## config.mk

```make
export PLATFORM = sky130hd
export DESIGN_NAME = wdt_power_ctrl
export DESIGN_NICKNAME = d
export VERILOG_FILES = /design/src/common/wdt_pkg.sv /design/src/logic/wdt_power_ctrl.sv /design/src/logic/wdt_counter.sv
export SDC_FILE = /design/constraint.sdc
export NUM_CORES = 1
export LEC_CHECK = 0
export BUFFER_PORTS_ARGS = -buffer_cell sky130_fd_sc_hd__buf_2
export CAP_MARGIN = 20
export CORE_MARGIN = 2
export CORE_UTILIZATION = 55
export CTS_CLUSTER_DIAMETER = 80
export CTS_CLUSTER_SIZE = 25
export DETAILED_ROUTE_END_ITERATION = 10
export PLACE_DENSITY = 0.78
export RECOVER_POWER = 50
export SLEW_MARGIN = 15
export SYNTH_ARGS = -nofsm -noshare
export SYNTH_HDL_FRONTEND = slang
export SYNTH_SLANG_ARGS = --single-unit
```

## constraint.sdc

```tcl
create_clock -name sys_clk_in -period 4.74 [get_ports sys_clk_in]
set_clock_uncertainty 0.2 [all_clocks]
set_input_delay 0.237 -clock sys_clk_in [delete_from_list [all_inputs] [get_ports sys_clk_in]]
set_output_delay 0.237 -clock sys_clk_in [all_outputs]
set_load 0.1 [all_outputs]
```

## src/common/wdt_pkg.sv

```systemverilog
package wdt_pkg;

  // Clock and time base
  localparam int CLK_FREQ_HZ = 10_000_000;
  localparam int CLK_PERIOD_NS = 100;
  localparam int INT_RC_FREQ_HZ = 32_000;
  localparam int INT_RC_DIV_CYCLES = CLK_FREQ_HZ / INT_RC_FREQ_HZ;
  localparam int SOFTWARE_RESET_DELAY_NS = 100_000;
  localparam int SOFTWARE_RESET_DELAY_CYCLES =
    (SOFTWARE_RESET_DELAY_NS + CLK_PERIOD_NS - 1) / CLK_PERIOD_NS;

  // Register bus
  localparam int ADDR_W = 8;
  localparam logic [7:0] WDT_CTRL_OFS = 8'h00;
  localparam logic [7:0] SYS_CLK_CTRL_OFS = 8'h04;
  localparam logic [7:0] RESET_CAUSE_OFS = 8'h08;
  localparam logic [7:0] PWR_STATUS_OFS = 8'h0C;
  localparam logic [7:0] PORTA_WAKE_OFS = 8'h10;

  // Reset values
  localparam logic [7:0] WDT_CTRL_RESET = 8'h53;
  localparam logic [7:0] SYS_CLK_CTRL_RESET = 8'h00;
  localparam logic [7:0] PORTA_WAKE_RESET = 8'h00;

  // Field positions
  localparam int KEY_MSB = 7;
  localparam int KEY_LSB = 3;
  localparam int PERIOD_MSB = 2;
  localparam int CLK_SRC_BIT = 4;
  localparam int FAST_KEEP_BIT = 1;
  localparam int SLOW_KEEP_BIT = 0;
  localparam logic [7:0] SYS_CLK_CTRL_MASK = 8'hF7;
  localparam int KEY_RESET_BIT = 0;
  localparam int LV_CTRL_RESET_BIT = 1;
  localparam int LV_RESET_BIT = 2;
  localparam int PDF_BIT = 0;
  localparam int EXPIRY_BIT = 1;
  localparam int MODE_LSB = 2;
  localparam int WDT_ON_BIT = 5;

  // Key codes
  localparam logic [4:0] KEY_ENABLE = 5'h0A;
  localparam logic [4:0] KEY_DISABLE = 5'h15;

  localparam int WDT_CNT_W = 19;

  typedef enum logic [2:0] {
    MODE_RUN = 3'h0,
    MODE_SLEEP = 3'h1,
    MODE_IDLE0 = 3'h2,
    MODE_IDLE_BOTH = 3'h3,
    MODE_IDLE_FAST = 3'h4
  } power_mode_t;

  typedef struct packed {
    logic halt;
    logic clr_wdt;
  } cpu_event_t;

  typedef struct packed {
    logic fast_clk_en;
    logic slow_clk_en;
    logic cpu_halted;
  } clk_gate_t;

  function automatic logic [WDT_CNT_W-1:0] wdt_period(input logic [2:0] sel);
    case (sel)
      3'h0: wdt_period = 19'h00100;
      3'h1: wdt_period = 19'h00400;
      3'h2: wdt_period = 19'h01000;
      3'h3: wdt_period = 19'h04000;
      3'h4: wdt_period = 19'h08000;
      3'h5: wdt_period = 19'h10000;
      3'h6: wdt_period = 19'h20000;
      default: wdt_period = 19'h40000;
    endcase
  endfunction

endpackage

```

## src/logic/wdt_power_ctrl.sv

```systemverilog
`timescale 1ns/1ps
// How it works
// RULE_01: Halt with both keep-on bits set enters the idle mode with both clocks running.
// RULE_02: In that idle mode fast and slow clocks stay on while the program halts.
// RULE_03: Halt with fast keep-on only keeps fast clock, stops slow clock, halts.
// RULE_04: Entering power-down leaves memory, registers and port states untouched.
// RULE_05: Halt sets the power-down flag and clears the watchdog expiry flag.
// RULE_06: Halt clears the watchdog counter; it runs on only if enabled.
// RULE_07: Wake on enabled port A falling edge, an interrupt, or watchdog overflow.
// RULE_08: Power-down flag clears at power-up and on the clear-watchdog instruction.
// RULE_09: Overflow in power-down sets expiry flag, resets only PC and stack pointer.
// RULE_10: Port A wake resumes at the instruction after the halt.
// RULE_11: Disabled interrupt or full stack resumes after halt; request stays pending.
// RULE_12: Enabled interrupt with a free stack level gets the normal interrupt response.
// RULE_13: An interrupt already requesting before halt cannot wake the device.
// RULE_14: Watchdog source bit 4: zero picks internal RC, one picks crystal.
// RULE_15: Period codes 000 to 111 give 2^8,10,12,14,15,16,17,18 watchdog clocks.
// RULE_16: Key 01010 enables the watchdog, key 10101 disables it.
// RULE_17: Any other key resets the device after a fixed delay, setting key-reset flag.
// RULE_18: Key-reset flag is set only by hardware, cleared only by writing zero.
// RULE_19: The key powers up holding the enable code, so the watchdog runs.
// RULE_20: Watchdog overflow in normal run resets the device; software must clear it.
// RULE_21: Counter clears on key software reset, clear-watchdog, or halt.
// RULE_22: The key is checked every cycle, so corruption alone triggers the reset.
module wdt_power_ctrl #(
  parameter int PORTA_WIDTH = 8,
  parameter int IRQ_COUNT = 4
) (
  input wire logic sys_clk_in,
  input wire logic rst_n_in,
  input wire logic psel_in,
  input wire logic penable_in,
  input wire logic pwrite_in,
  input wire logic [wdt_pkg::ADDR_W-1:0] paddr_in,
  input wire logic [31:0] pwdata_in,
  output logic [31:0] prdata_out,
  output logic pready_out,
  output logic pslverr_out,
  input wire wdt_pkg::cpu_event_t cpu_event_in,
  input wire logic [PORTA_WIDTH-1:0] porta_in,
  input wire logic ext_crystal_32k_in,
  input wire logic [IRQ_COUNT-1:0] irq_req_in,
  input wire logic [IRQ_COUNT-1:0] irq_enable_in,
  input wire logic stack_full_in,
  input wire logic low_voltage_reset_in,
  input wire logic lv_control_reset_in,
  output wdt_pkg::clk_gate_t clk_gate_out,
  output logic device_reset_out,
  output logic pc_sp_reset_out,
  output logic resume_out,
  output logic irq_service_out
);
  import wdt_pkg::*;

  if (PORTA_WIDTH < 1 || PORTA_WIDTH > 8) begin : g_porta_check
    $error("PORTA_WIDTH must be 1 to 8");
  end
  if (IRQ_COUNT < 1 || IRQ_COUNT > 32) begin : g_irq_check
    $error("IRQ_COUNT must be 1 to 32");
  end

  // Registers
  logic [7:0] wdt_ctrl_q;
  logic [7:0] wdt_ctrl_d;
  logic [7:0] sys_clk_ctrl_q;
  logic [7:0] sys_clk_ctrl_d;
  logic [2:0] reset_cause_q;
  logic [2:0] reset_cause_d;
  logic [7:0] porta_wake_q;
  logic [7:0] porta_wake_d;
  logic power_down_flag_q;
  logic power_down_flag_d;
  logic wdt_expiry_flag_q;
  logic wdt_expiry_flag_d;
  power_mode_t mode_q;
  power_mode_t mode_d;
  logic [31:0] prdata_q;
  logic [31:0] prdata_d;

  // Pin synchronisers: three stages, a change counts when stages two and three agree
  logic [PORTA_WIDTH-1:0] porta_s1_q;
  logic [PORTA_WIDTH-1:0] porta_s2_q;
  logic [PORTA_WIDTH-1:0] porta_s3_q;
  logic [PORTA_WIDTH-1:0] porta_stable_q;
  logic [PORTA_WIDTH-1:0] porta_stable_d;
  logic xtal_s1_q;
  logic xtal_s2_q;
  logic xtal_s3_q;
  logic xtal_stable_q;
  logic xtal_stable_d;

  // Watchdog tick sources and key check
  logic [8:0] rc_div_q;
  logic [8:0] rc_div_d;
  logic [11:0] key_delay_q;
  logic [11:0] key_delay_d;
  logic key_pending_q;
  logic key_pending_d;
  logic [IRQ_COUNT-1:0] irq_armed_q;
  logic [IRQ_COUNT-1:0] irq_armed_d;
  logic device_reset_q;
  logic pc_sp_reset_q;
  logic resume_q;
  logic irq_service_q;
  logic wdt_overflow;
  logic [WDT_CNT_W-1:0] wdt_count;

  // Bus decode
  wire logic bus_setup = psel_in && !penable_in;
  wire logic bus_write = psel_in && penable_in && pwrite_in;
  wire logic hit_wdt_ctrl = (paddr_in == WDT_CTRL_OFS);
  wire logic hit_sys_clk = (paddr_in == SYS_CLK_CTRL_OFS);
  wire logic hit_reset_cause = (paddr_in == RESET_CAUSE_OFS);
  wire logic hit_status = (paddr_in == PWR_STATUS_OFS);
  wire logic hit_porta_wake = (paddr_in == PORTA_WAKE_OFS);
  wire logic addr_mapped =
    hit_wdt_ctrl || hit_sys_clk || hit_reset_cause || hit_status || hit_porta_wake;
  wire logic [7:0] wdata = pwdata_in[7:0];

  // Control decode
  wire logic [4:0] unlock_key = wdt_ctrl_q[KEY_MSB:KEY_LSB];
  wire logic [2:0] wdt_period_sel = wdt_ctrl_q[PERIOD_MSB:0];
  wire logic wdt_enabled = (unlock_key == KEY_ENABLE); // RULE_16
  wire logic key_invalid = !wdt_enabled && (unlock_key != KEY_DISABLE); // RULE_17 RULE_22
  wire logic wdt_clock_source_sel = sys_clk_ctrl_q[CLK_SRC_BIT];
  wire logic fast_osc_keep_on = sys_clk_ctrl_q[FAST_KEEP_BIT];
  wire logic slow_osc_keep_on = sys_clk_ctrl_q[SLOW_KEEP_BIT];
  wire logic in_run = (mode_q == MODE_RUN);
  wire logic halt_req = cpu_event_in.halt && in_run;
  wire logic clr_wdt_req = cpu_event_in.clr_wdt && in_run;

  // Watchdog tick: internal RC modelled by a divider, crystal taken from its pin
  wire logic rc_tick = (rc_div_q == 9'(INT_RC_DIV_CYCLES - 1));
  wire logic xtal_tick = xtal_stable_d && !xtal_stable_q;
  wire logic wdt_tick_clock = wdt_clock_source_sel ? xtal_tick : rc_tick; // RULE_14
  wire logic key_fire = key_pending_q && (key_delay_q == 12'(SOFTWARE_RESET_DELAY_CYCLES - 1));
  wire logic key_start = key_invalid && !key_pending_q;
  wire logic wdt_clear = clr_wdt_req || halt_req || key_start; // RULE_21 RULE_06

  // Wake sources, only seen while powered down
  wire logic [PORTA_WIDTH-1:0] porta_fall = porta_stable_q & ~porta_stable_d;
  wire logic porta_wake =
    !in_run && |(porta_fall & porta_wake_q[PORTA_WIDTH-1:0]); // RULE_07
  wire logic [IRQ_COUNT-1:0] irq_wake_lines = irq_req_in & irq_armed_q; // RULE_13
  wire logic irq_wake = !in_run && |irq_wake_lines; // RULE_07
  wire logic irq_serviceable = |(irq_wake_lines & irq_enable_in) && !stack_full_in;
  wire logic sleep_overflow = !in_run && wdt_overflow;
  wire logic run_overflow = in_run && wdt_overflow;

  wdt_counter u_wdt_counter (
    .sys_clk_in(sys_clk_in),
    .rst_n_in(rst_n_in),
    .tick_in(wdt_tick_clock),
    .clear_in(wdt_clear),
    .enable_in(wdt_enabled), // RULE_06
    .period_sel_in(wdt_period_sel), // RULE_15
    .overflow_out(wdt_overflow),
    .count_out(wdt_count)
  );

  // Mode selection from the keep-on bits at halt
  always_comb begin
    mode_d = mode_q;
    if (halt_req) begin
      case ({fast_osc_keep_on, slow_osc_keep_on})
        2'b11: mode_d = MODE_IDLE_BOTH; // RULE_01
        2'b10: mode_d = MODE_IDLE_FAST; // RULE_03
        2'b01: mode_d = MODE_IDLE0;
        default: mode_d = MODE_SLEEP;
      endcase
    end else if (sleep_overflow || porta_wake || irq_wake) begin
      mode_d = MODE_RUN; // RULE_07
    end
  end

  // Clock gating follows the mode
  always_comb begin
    clk_gate_out.cpu_halted = !in_run; // RULE_02
    case (mode_q)
      MODE_RUN: begin
        clk_gate_out.fast_clk_en = 1'b1;
        clk_gate_out.slow_clk_en = 1'b1;
      end
      MODE_IDLE_BOTH: begin
        clk_gate_out.fast_clk_en = 1'b1; // RULE_02
        clk_gate_out.slow_clk_en = 1'b1;
      end
      MODE_IDLE_FAST: begin
        clk_gate_out.fast_clk_en = 1'b1; // RULE_03
        clk_gate_out.slow_clk_en = 1'b0;
      end
      MODE_IDLE0: begin
        clk_gate_out.fast_clk_en = 1'b0;
        clk_gate_out.slow_clk_en = 1'b1;
      end
      default: begin
        clk_gate_out.fast_clk_en = 1'b0;
        clk_gate_out.slow_clk_en = 1'b0;
      end
    endcase
  end

  // Status flags: a hardware set wins over a clear in the same cycle
  always_comb begin
    power_down_flag_d = power_down_flag_q;
    if (clr_wdt_req) begin
      power_down_flag_d = 1'b0; // RULE_08
    end
    if (halt_req) begin
      power_down_flag_d = 1'b1; // RULE_05
    end
    wdt_expiry_flag_d = wdt_expiry_flag_q;
    if (halt_req) begin
      wdt_expiry_flag_d = 1'b0; // RULE_05
    end
    if (wdt_overflow) begin
      wdt_expiry_flag_d = 1'b1; // RULE_09 RULE_20
    end
  end

  // Interrupts already requesting at halt are not armed for wake-up
  always_comb begin
    irq_armed_d = irq_armed_q;
    if (halt_req) begin
      irq_armed_d = ~irq_req_in; // RULE_13
    end
  end

  // Key corruption watch: reset fires a fixed delay after an invalid key appears
  always_comb begin
    key_pending_d = key_pending_q;
    key_delay_d = key_delay_q;
    if (key_start) begin
      key_pending_d = 1'b1; // RULE_22
      key_delay_d = '0;
    end else if (key_fire) begin
      key_pending_d = 1'b0;
      key_delay_d = '0;
    end else if (key_pending_q) begin
      key_delay_d = key_delay_q + 12'h001;
    end
  end

  // Register writes; nothing here reacts to power-down entry
  always_comb begin
    wdt_ctrl_d = wdt_ctrl_q; // RULE_04
    sys_clk_ctrl_d = sys_clk_ctrl_q;
    porta_wake_d = porta_wake_q;
    reset_cause_d = reset_cause_q;
    if (bus_write && hit_wdt_ctrl) begin
      wdt_ctrl_d = wdata;
    end
    if (bus_write && hit_sys_clk) begin
      sys_clk_ctrl_d = wdata & SYS_CLK_CTRL_MASK;
    end
    if (bus_write && hit_porta_wake) begin
      porta_wake_d = wdata;
    end
    if (bus_write && hit_reset_cause) begin
      reset_cause_d = reset_cause_q & wdata[2:0]; // RULE_18
    end
    if (key_fire) begin
      wdt_ctrl_d = WDT_CTRL_RESET; // RULE_17 RULE_19
      reset_cause_d[KEY_RESET_BIT] = 1'b1; // RULE_17 RULE_18
    end
    if (lv_control_reset_in) begin
      reset_cause_d[LV_CTRL_RESET_BIT] = 1'b1;
    end
    if (low_voltage_reset_in) begin
      reset_cause_d[LV_RESET_BIT] = 1'b1;
    end
  end

  // Read data is captured in the setup phase and held for the access phase
  always_comb begin
    prdata_d = prdata_q;
    if (bus_setup && !pwrite_in) begin
      prdata_d = '0;
      if (hit_wdt_ctrl) begin
        prdata_d[7:0] = wdt_ctrl_q;
      end
      if (hit_sys_clk) begin
        prdata_d[7:0] = sys_clk_ctrl_q;
      end
      if (hit_reset_cause) begin
        prdata_d[2:0] = reset_cause_q;
      end
      if (hit_porta_wake) begin
        prdata_d[7:0] = porta_wake_q;
      end
      if (hit_status) begin
        prdata_d[PDF_BIT] = power_down_flag_q;
        prdata_d[EXPIRY_BIT] = wdt_expiry_flag_q;
        prdata_d[MODE_LSB+2:MODE_LSB] = mode_q;
        prdata_d[WDT_ON_BIT] = wdt_enabled;
      end
    end
  end

  // Pin filtering
  always_comb begin
    porta_stable_d = porta_stable_q;
    for (int i = 0; i < PORTA_WIDTH; i++) begin
      if (porta_s2_q[i] == porta_s3_q[i]) begin
        porta_stable_d[i] = porta_s3_q[i];
      end
    end
    xtal_stable_d = (xtal_s2_q == xtal_s3_q) ? xtal_s3_q : xtal_stable_q;
    rc_div_d = rc_tick ? 9'h000 : rc_div_q + 9'h001;
  end

  always_ff @(posedge sys_clk_in) begin
    if (!rst_n_in) begin
      porta_s1_q <= '1;
      porta_s2_q <= '1;
      porta_s3_q <= '1;
      porta_stable_q <= '1;
      xtal_s1_q <= 1'b0;
      xtal_s2_q <= 1'b0;
      xtal_s3_q <= 1'b0;
      xtal_stable_q <= 1'b0;
      rc_div_q <= '0;
    end else begin
      porta_s1_q <= porta_in;
      porta_s2_q <= porta_s1_q;
      porta_s3_q <= porta_s2_q;
      porta_stable_q <= porta_stable_d;
      xtal_s1_q <= ext_crystal_32k_in;
      xtal_s2_q <= xtal_s1_q;
      xtal_s3_q <= xtal_s2_q;
      xtal_stable_q <= xtal_stable_d;
      rc_div_q <= rc_div_d;
    end
  end

  always_ff @(posedge sys_clk_in) begin
    if (!rst_n_in) begin
      wdt_ctrl_q <= WDT_CTRL_RESET; // RULE_19
      sys_clk_ctrl_q <= SYS_CLK_CTRL_RESET;
      porta_wake_q <= PORTA_WAKE_RESET;
      reset_cause_q <= '0;
      power_down_flag_q <= 1'b0; // RULE_08
      wdt_expiry_flag_q <= 1'b0;
      mode_q <= MODE_RUN;
      prdata_q <= '0;
      key_pending_q <= 1'b0;
      key_delay_q <= '0;
      irq_armed_q <= '0;
    end else begin
      wdt_ctrl_q <= wdt_ctrl_d;
      sys_clk_ctrl_q <= sys_clk_ctrl_d;
      porta_wake_q <= porta_wake_d;
      reset_cause_q <= reset_cause_d;
      power_down_flag_q <= power_down_flag_d;
      wdt_expiry_flag_q <= wdt_expiry_flag_d;
      mode_q <= mode_d;
      prdata_q <= prdata_d;
      key_pending_q <= key_pending_d;
      key_delay_q <= key_delay_d;
      irq_armed_q <= irq_armed_d;
    end
  end

  // Wake and reset pulses, one cycle each; overflow beats pins, pins beat interrupts
  always_ff @(posedge sys_clk_in) begin
    if (!rst_n_in) begin
      device_reset_q <= 1'b0;
      pc_sp_reset_q <= 1'b0;
      resume_q <= 1'b0;
      irq_service_q <= 1'b0;
    end else begin
      device_reset_q <= run_overflow || key_fire; // RULE_20 RULE_17
      pc_sp_reset_q <= sleep_overflow; // RULE_09
      resume_q <= !sleep_overflow && (porta_wake || (irq_wake && !irq_serviceable)); // RULE_10 RULE_11
      irq_service_q <= !sleep_overflow && !porta_wake && irq_wake && irq_serviceable; // RULE_12
    end
  end

  assign device_reset_out = device_reset_q;
  assign pc_sp_reset_out = pc_sp_reset_q;
  assign resume_out = resume_q;
  assign irq_service_out = irq_service_q;
  assign prdata_out = prdata_q;
  assign pready_out = 1'b1;
  assign pslverr_out = psel_in && penable_in && !addr_mapped;

endmodule // wdt_power_ctrl

```

## src/logic/wdt_counter.sv

```systemverilog
`timescale 1ns/1ps
module wdt_counter (
  input wire logic sys_clk_in,
  input wire logic rst_n_in,
  input wire logic tick_in,
  input wire logic clear_in,
  input wire logic enable_in,
  input wire logic [2:0] period_sel_in,
  output logic overflow_out,
  output logic [wdt_pkg::WDT_CNT_W-1:0] count_out
);
  import wdt_pkg::*;

  logic [WDT_CNT_W-1:0] count_q;
  logic [WDT_CNT_W-1:0] count_d;
  logic overflow_q;
  logic overflow_d;
  wire logic [WDT_CNT_W-1:0] last_count = wdt_period(period_sel_in) - 19'h00001;
  wire logic at_last = (count_q >= last_count);

  // Clear wins over counting; a tick at the last count wraps and flags overflow
  always_comb begin
    count_d = count_q;
    overflow_d = 1'b0;
    if (clear_in) begin
      count_d = '0;
    end else if (enable_in && tick_in) begin
      if (at_last) begin
        count_d = '0;
        overflow_d = 1'b1;
      end else begin
        count_d = count_q + 19'h00001;
      end
    end
  end

  always_ff @(posedge sys_clk_in) begin
    if (!rst_n_in) begin
      count_q <= '0;
      overflow_q <= 1'b0;
    end else begin
      count_q <= count_d;
      overflow_q <= overflow_d;
    end
  end

  assign overflow_out = overflow_q;
  assign count_out = count_q;

endmodule // wdt_counter

```

Yosys cells after proc, flatten, opt, wreduce, memory -nomap -nowiden
Cells that the tools add are included.
{ "totals": {"ff_bits": 125} }
{ "op_classes": {"add_sub_neg": 4, "n_lt_le_gt_ge": 1, "n_eq_ne": 29, "mux": 32, "bitwise": 9, "n_reduce_logical": 66} }
{ "ops": {"columns": ["operator", "count"], "rows": [
  ["19-bit one-hot mux with 7 select lines", 1],
  ["1-bit logical AND", 26],
  ["8-bit two-way mux", 3],
  ["1-bit two-way mux", 20],
  ["19-bit by 1-bit adder with 19-bit output, second input constant", 1],
  ["19-bit greater-or-equal comparator", 1],
  ["19-bit two-way mux", 1],
  ["19-bit by 1-bit subtractor with 19-bit output, second input constant", 1],
  ["8-bit AND", 2],
  ["8-bit by 4-bit == test with 1-bit output, second input constant", 2],
  ["2-bit nonzero test", 7],
  ["12-bit by 1-bit adder with 12-bit output, second input constant", 1],
  ["12-bit by 10-bit == test with 1-bit output, second input constant", 1],
  ["3-bit by 2-bit == test with 1-bit output, second input constant", 4],
  ["3-bit == test, second input constant", 4],
  ["3-bit two-way mux", 4],
  ["1-bit logical NOT", 11],
  ["1-bit logical OR", 10],
  ["9-bit by 1-bit adder with 9-bit output, second input constant", 1],
  ["1-bit == test", 9],
  ["9-bit == test, second input constant", 1],
  ["3-bit one-hot mux with 3 select lines", 1],
  ["4-bit AND", 2],
  ["8-bit by 3-bit == test with 1-bit output, second input constant", 1],
  ["18 further kinds", 26]
]} }

Depth between registers and ports, before layout
{ "logic_depth": {"depth_word": 11, "depth_mapped": 16} }

By module
A second synthesis with hierarchy kept.
{ "hier_totals": {"cells_unflattened": 637, "hier_area_um2": 5728.0} }
{ "modules_own_cells": {"columns": ["mod", "instances", "cells_each", "area_each_um2", "seq_area_each_um2"], "rows": [
  ["wdt_power_ctrl", 1, 492, 4470.5, 2102.0],
  ["wdt_counter", 1, 145, 1257.5, 400.4]
]} }

Worst setup path after synthesis
No wires, ideal clock.
{ "synth_timing": {"kind": "in2out", "startpoint": "input paddr_in[4] (netlist name)", "endpoint": "output pslverr_out", "arrival_ps": 2684, "slack_ps": 1619, "stages": 3, "path_buffers": 1, "cell_sequence": "clkbuf_1 > nor3_2 > nor3_1"} }
{ "synth_via": {"elab_chain_cells": 7, "elab_cells_between_ends": 11} }
{ "synth_lines": {"columns": ["item", "line", "rtl"], "rows": [
  ["from (decl)", "wdt_power_ctrl.sv:34", "input wire logic [wdt_pkg::ADDR_W-1:0] paddr_in,"],
  ["8-bit by 3-bit == test with 1-bit output or 8-bit logical NOT (tied branches)", "wdt_power_ctrl.sv:112, wdt_power_ctrl.sv:111", null],
  ["1-bit logical OR (3 in series)", "wdt_power_ctrl.sv:117", "hit_wdt_ctrl || hit_sys_clk || hit_reset_cause || hit_status || hit_porta_wake;"],
  ["1-bit logical OR *", "wdt_power_ctrl.sv:117", null],
  ["1-bit logical NOT *", "wdt_power_ctrl.sv:385", "assign pslverr_out = psel_in && penable_in && !addr_mapped;"],
  ["1-bit logical AND *", "wdt_power_ctrl.sv:385", null],
  ["to (decl)", "wdt_power_ctrl.sv:38", "output logic pslverr_out,"]
]} }
Every way passes the cells marked *; elsewhere a longest branch is shown, timed or not.

==> reports/results.txt <==
Top Layer Used -> met4
dominant synthesized flop cell -> dfxtp_1
max reg flops -> 19
Leak -> 2.62 nW
first-pass GRT wire length -> 23.2 mm
critical path capture point type -> flop
setup ws final -> 0.878 ns
Yosys reg bits -> 125
Hold/Removal Path Class -> in2reg
routed via count -> 4962
Startpoint Class -> input pin
# setup viols final -> 0
TritonCTS Buffers -> 17
Worst EP arrival -> 4.12 ns
commonest non-fill, non-tap cells in the layout -> dfxtp_1 (125), nor2_1 (61), nand2_1 (47)
Iter 0 DRT Violations -> 303
wire length per cell -> 15.9 um
failing checks -> capacitance limit, slew limit
peak supply drop -> 227 uV
yosys warns -> 0
DR DRC count -> 0
htree depth -> 4
mapped cell area -> 5740 um2
Die ar. -> 11300 um2
outcome -> finished with violations
post-CTS setup buffer count -> 0
Post-DRT Antenna Nets -> 0
Routed Wire Length -> 13.9 mm
setup TNS after final layout -> 0 ns
total global routing overflow -> 0
max-slew violations -> 52
sequential-to-total area share from yosys stat -> 43.6%
max_slew headroom -> -38.9%
row count -> 37
Least-Margin Pin Slew -> 2.08 ns
Die X -> 106 um
commonest non-fill, non-tap cell in the layout -> dfxtp_1
nets -> 812
Post-synth EDFFs -> 0
gp weighted congestion -> 0.888
Pre-Repair DR Iteration Count -> 7
wl on met1 -> 6.06 mm
CTS-repair resized insts -> 0
fraction of registers with async set or reset after synthesis -> 0%
I/O pin count -> 108
fin crit share -> 81.5%
final hold vios -> 0
routed wl met2 -> 6.52 mm
Setup CP Type -> in2reg
pre-CTS WS -> 1.23 ns
# Max-Cap Violations -> 1
die height -> 106 um
min Tclk post-route -> 3.86 ns
hold buffers post-CTS -> 36
unrepaired setup endpoints after global routing -> false
critical path data required time -> 5.00 ns
Initial Util -> 56.1%
# diodes -> 0
PortBufs -> 58
critical path fanouts, max -> 51
dpl hpwl -> 9.00 mm
syn_area_per_cell -> 8.92 um2
Core Region -> 10200 um2
Synth cell types -> 54
initial antenna violation count -> 0
Root Driver -> clkbuf_8
clock transition at the registers of the reported paths -> 0.07 ns
via density per instance -> 5.66
GRT Overall Usage -> 26.0%
Area Growth Syn to Fin -> 20.3%
met3 routed WL -> 978 um
largest net degree at the start of global routing -> 52
Max Root-Sink Buffers -> 2
Pwr Density -> 375 nW/um2
Sink Count -> 125
Mapped Cells -> 643
ratio of cells with drive above 1 in the final layout -> 13.0%
Worst-Skew Late Latency -> 0.52 ns
number of global-route vias before repair -> 4875
CTS tree -> yes
FMAX -> 0.259 GHz
==> power breakdown <==
part	internal [mW]	switching, mW
combinational	0.0622	0.200
clock	0.735	0.506
sequential	1.07	0.0152
total	1.87	0.722
==> worst max-delay path: stages <==
cell and delay [ns]:
buf_2 0.08, clkbuf_1 1.48, inv_1 1.14, nor4_1 0.95, a32o_1 0.22
==> synth_stat cells (7+ instances only) <==
| cell type | number | share of area (%) |
|---|---|---|
| nand4_1 | 12 | 1.3 |
| inv_1 | 14 | 0.92 |
| xor2_1 | 8 | 1.2 |
| o21ai_0 | 22 | 1.9 |
| clkbuf_1 | 24 | 1.6 |
| nor2_1 | 61 | 4.0 |
| nor3_1 | 31 | 2.7 |
| dfxtp_1 | 125 | 44 |
| nor4bb_1 | 10 | 1.7 |
| nand3_1 | 26 | 2.3 |
| nand2_1 | 47 | 3.1 |
| a21oi_1 | 41 | 3.6 |
| buf_4 | 25 | 3.3 |
| mux2i_1 | 19 | 3.3 |
| ha_1 | 18 | 3.9 |
| nand2b_1 | 27 | 2.9 |
| and2_1 | 7 | 0.76 |
| nor4_1 | 16 | 1.7 |
| xnor2_1 | 28 | 4.3 |
==> kinds of logic after synthesis <==
family	after synthesis	share of synthesized area, %
multiplexers	25	4.49
buffers and inverters	72	6.72
XOR/XNOR	36	5.50
adder cells (fa/ha/maj)	18	3.93
AND/OR/NAND/NOR	270	25.6
AO/OA/AOI/OAI	95	10.0
flip-flops	125	43.6
other	2	0.131
==> layer usage <==
| metal | vias to the layer above | GRT usage, % |
|---|---|---|
| met5 | - | 0 |
| met4 | 0 | 9.59 |
| met3 | 41 | 6.62 |
| met2 | 221 | 41.6 |
| met1 | 2314 | 33.8 |
| li1 | 2386 | - |
==> final cells by class <==
cell class	instances	area, um2
Timing Repair Buffer	99	669
Tap cell	136	170
Sequential cell	125	2500
Clock inverter	13	129
Clock buffer	19	442
Multi-Input combinational cell	470	2940
Fill cell	783	3330
Inverter	14	52.6
==> metrics by stage <==
step / power (mW) / hold WS, ns / area (um2) / utilization (%) / cells
after floorplan: 1.31 / 0.133 / 5830 / - / 667
after global placement: 1.34 / 0.188 / 5990 / 58.6 / 808
after detailed placement: 1.34 / 0.192 / 5990 / 58.6 / 808
after CTS: 2.60 / 0.0258 / 6920 / 67.7 / 876
after global routing: 2.67 / 0.0762 / 6910 / 67.5 / 876
final: 2.59 / 0.0445 / 6910 / 67.5 / 876
==> final timing paths <==
| check | cells past startpoint | start | slack (ns) | to |
|---|---|---|---|---|
| setup / recovery | 5 | rst_n_in | 0.88 | mode_q[2] |
| setup reg to reg | 14 | wdt_ctrl_q[0] | 1.17 | u_wdt_counter.count_out[3] |
| hold / removal | 5 | paddr_in[6] | 0.04 | prdata_out[3] |
| hold reg to reg | 1 | porta_s1_q[0] | 0.21 | porta_s2_q[0] |
Power figures use the tool's default switching activity.
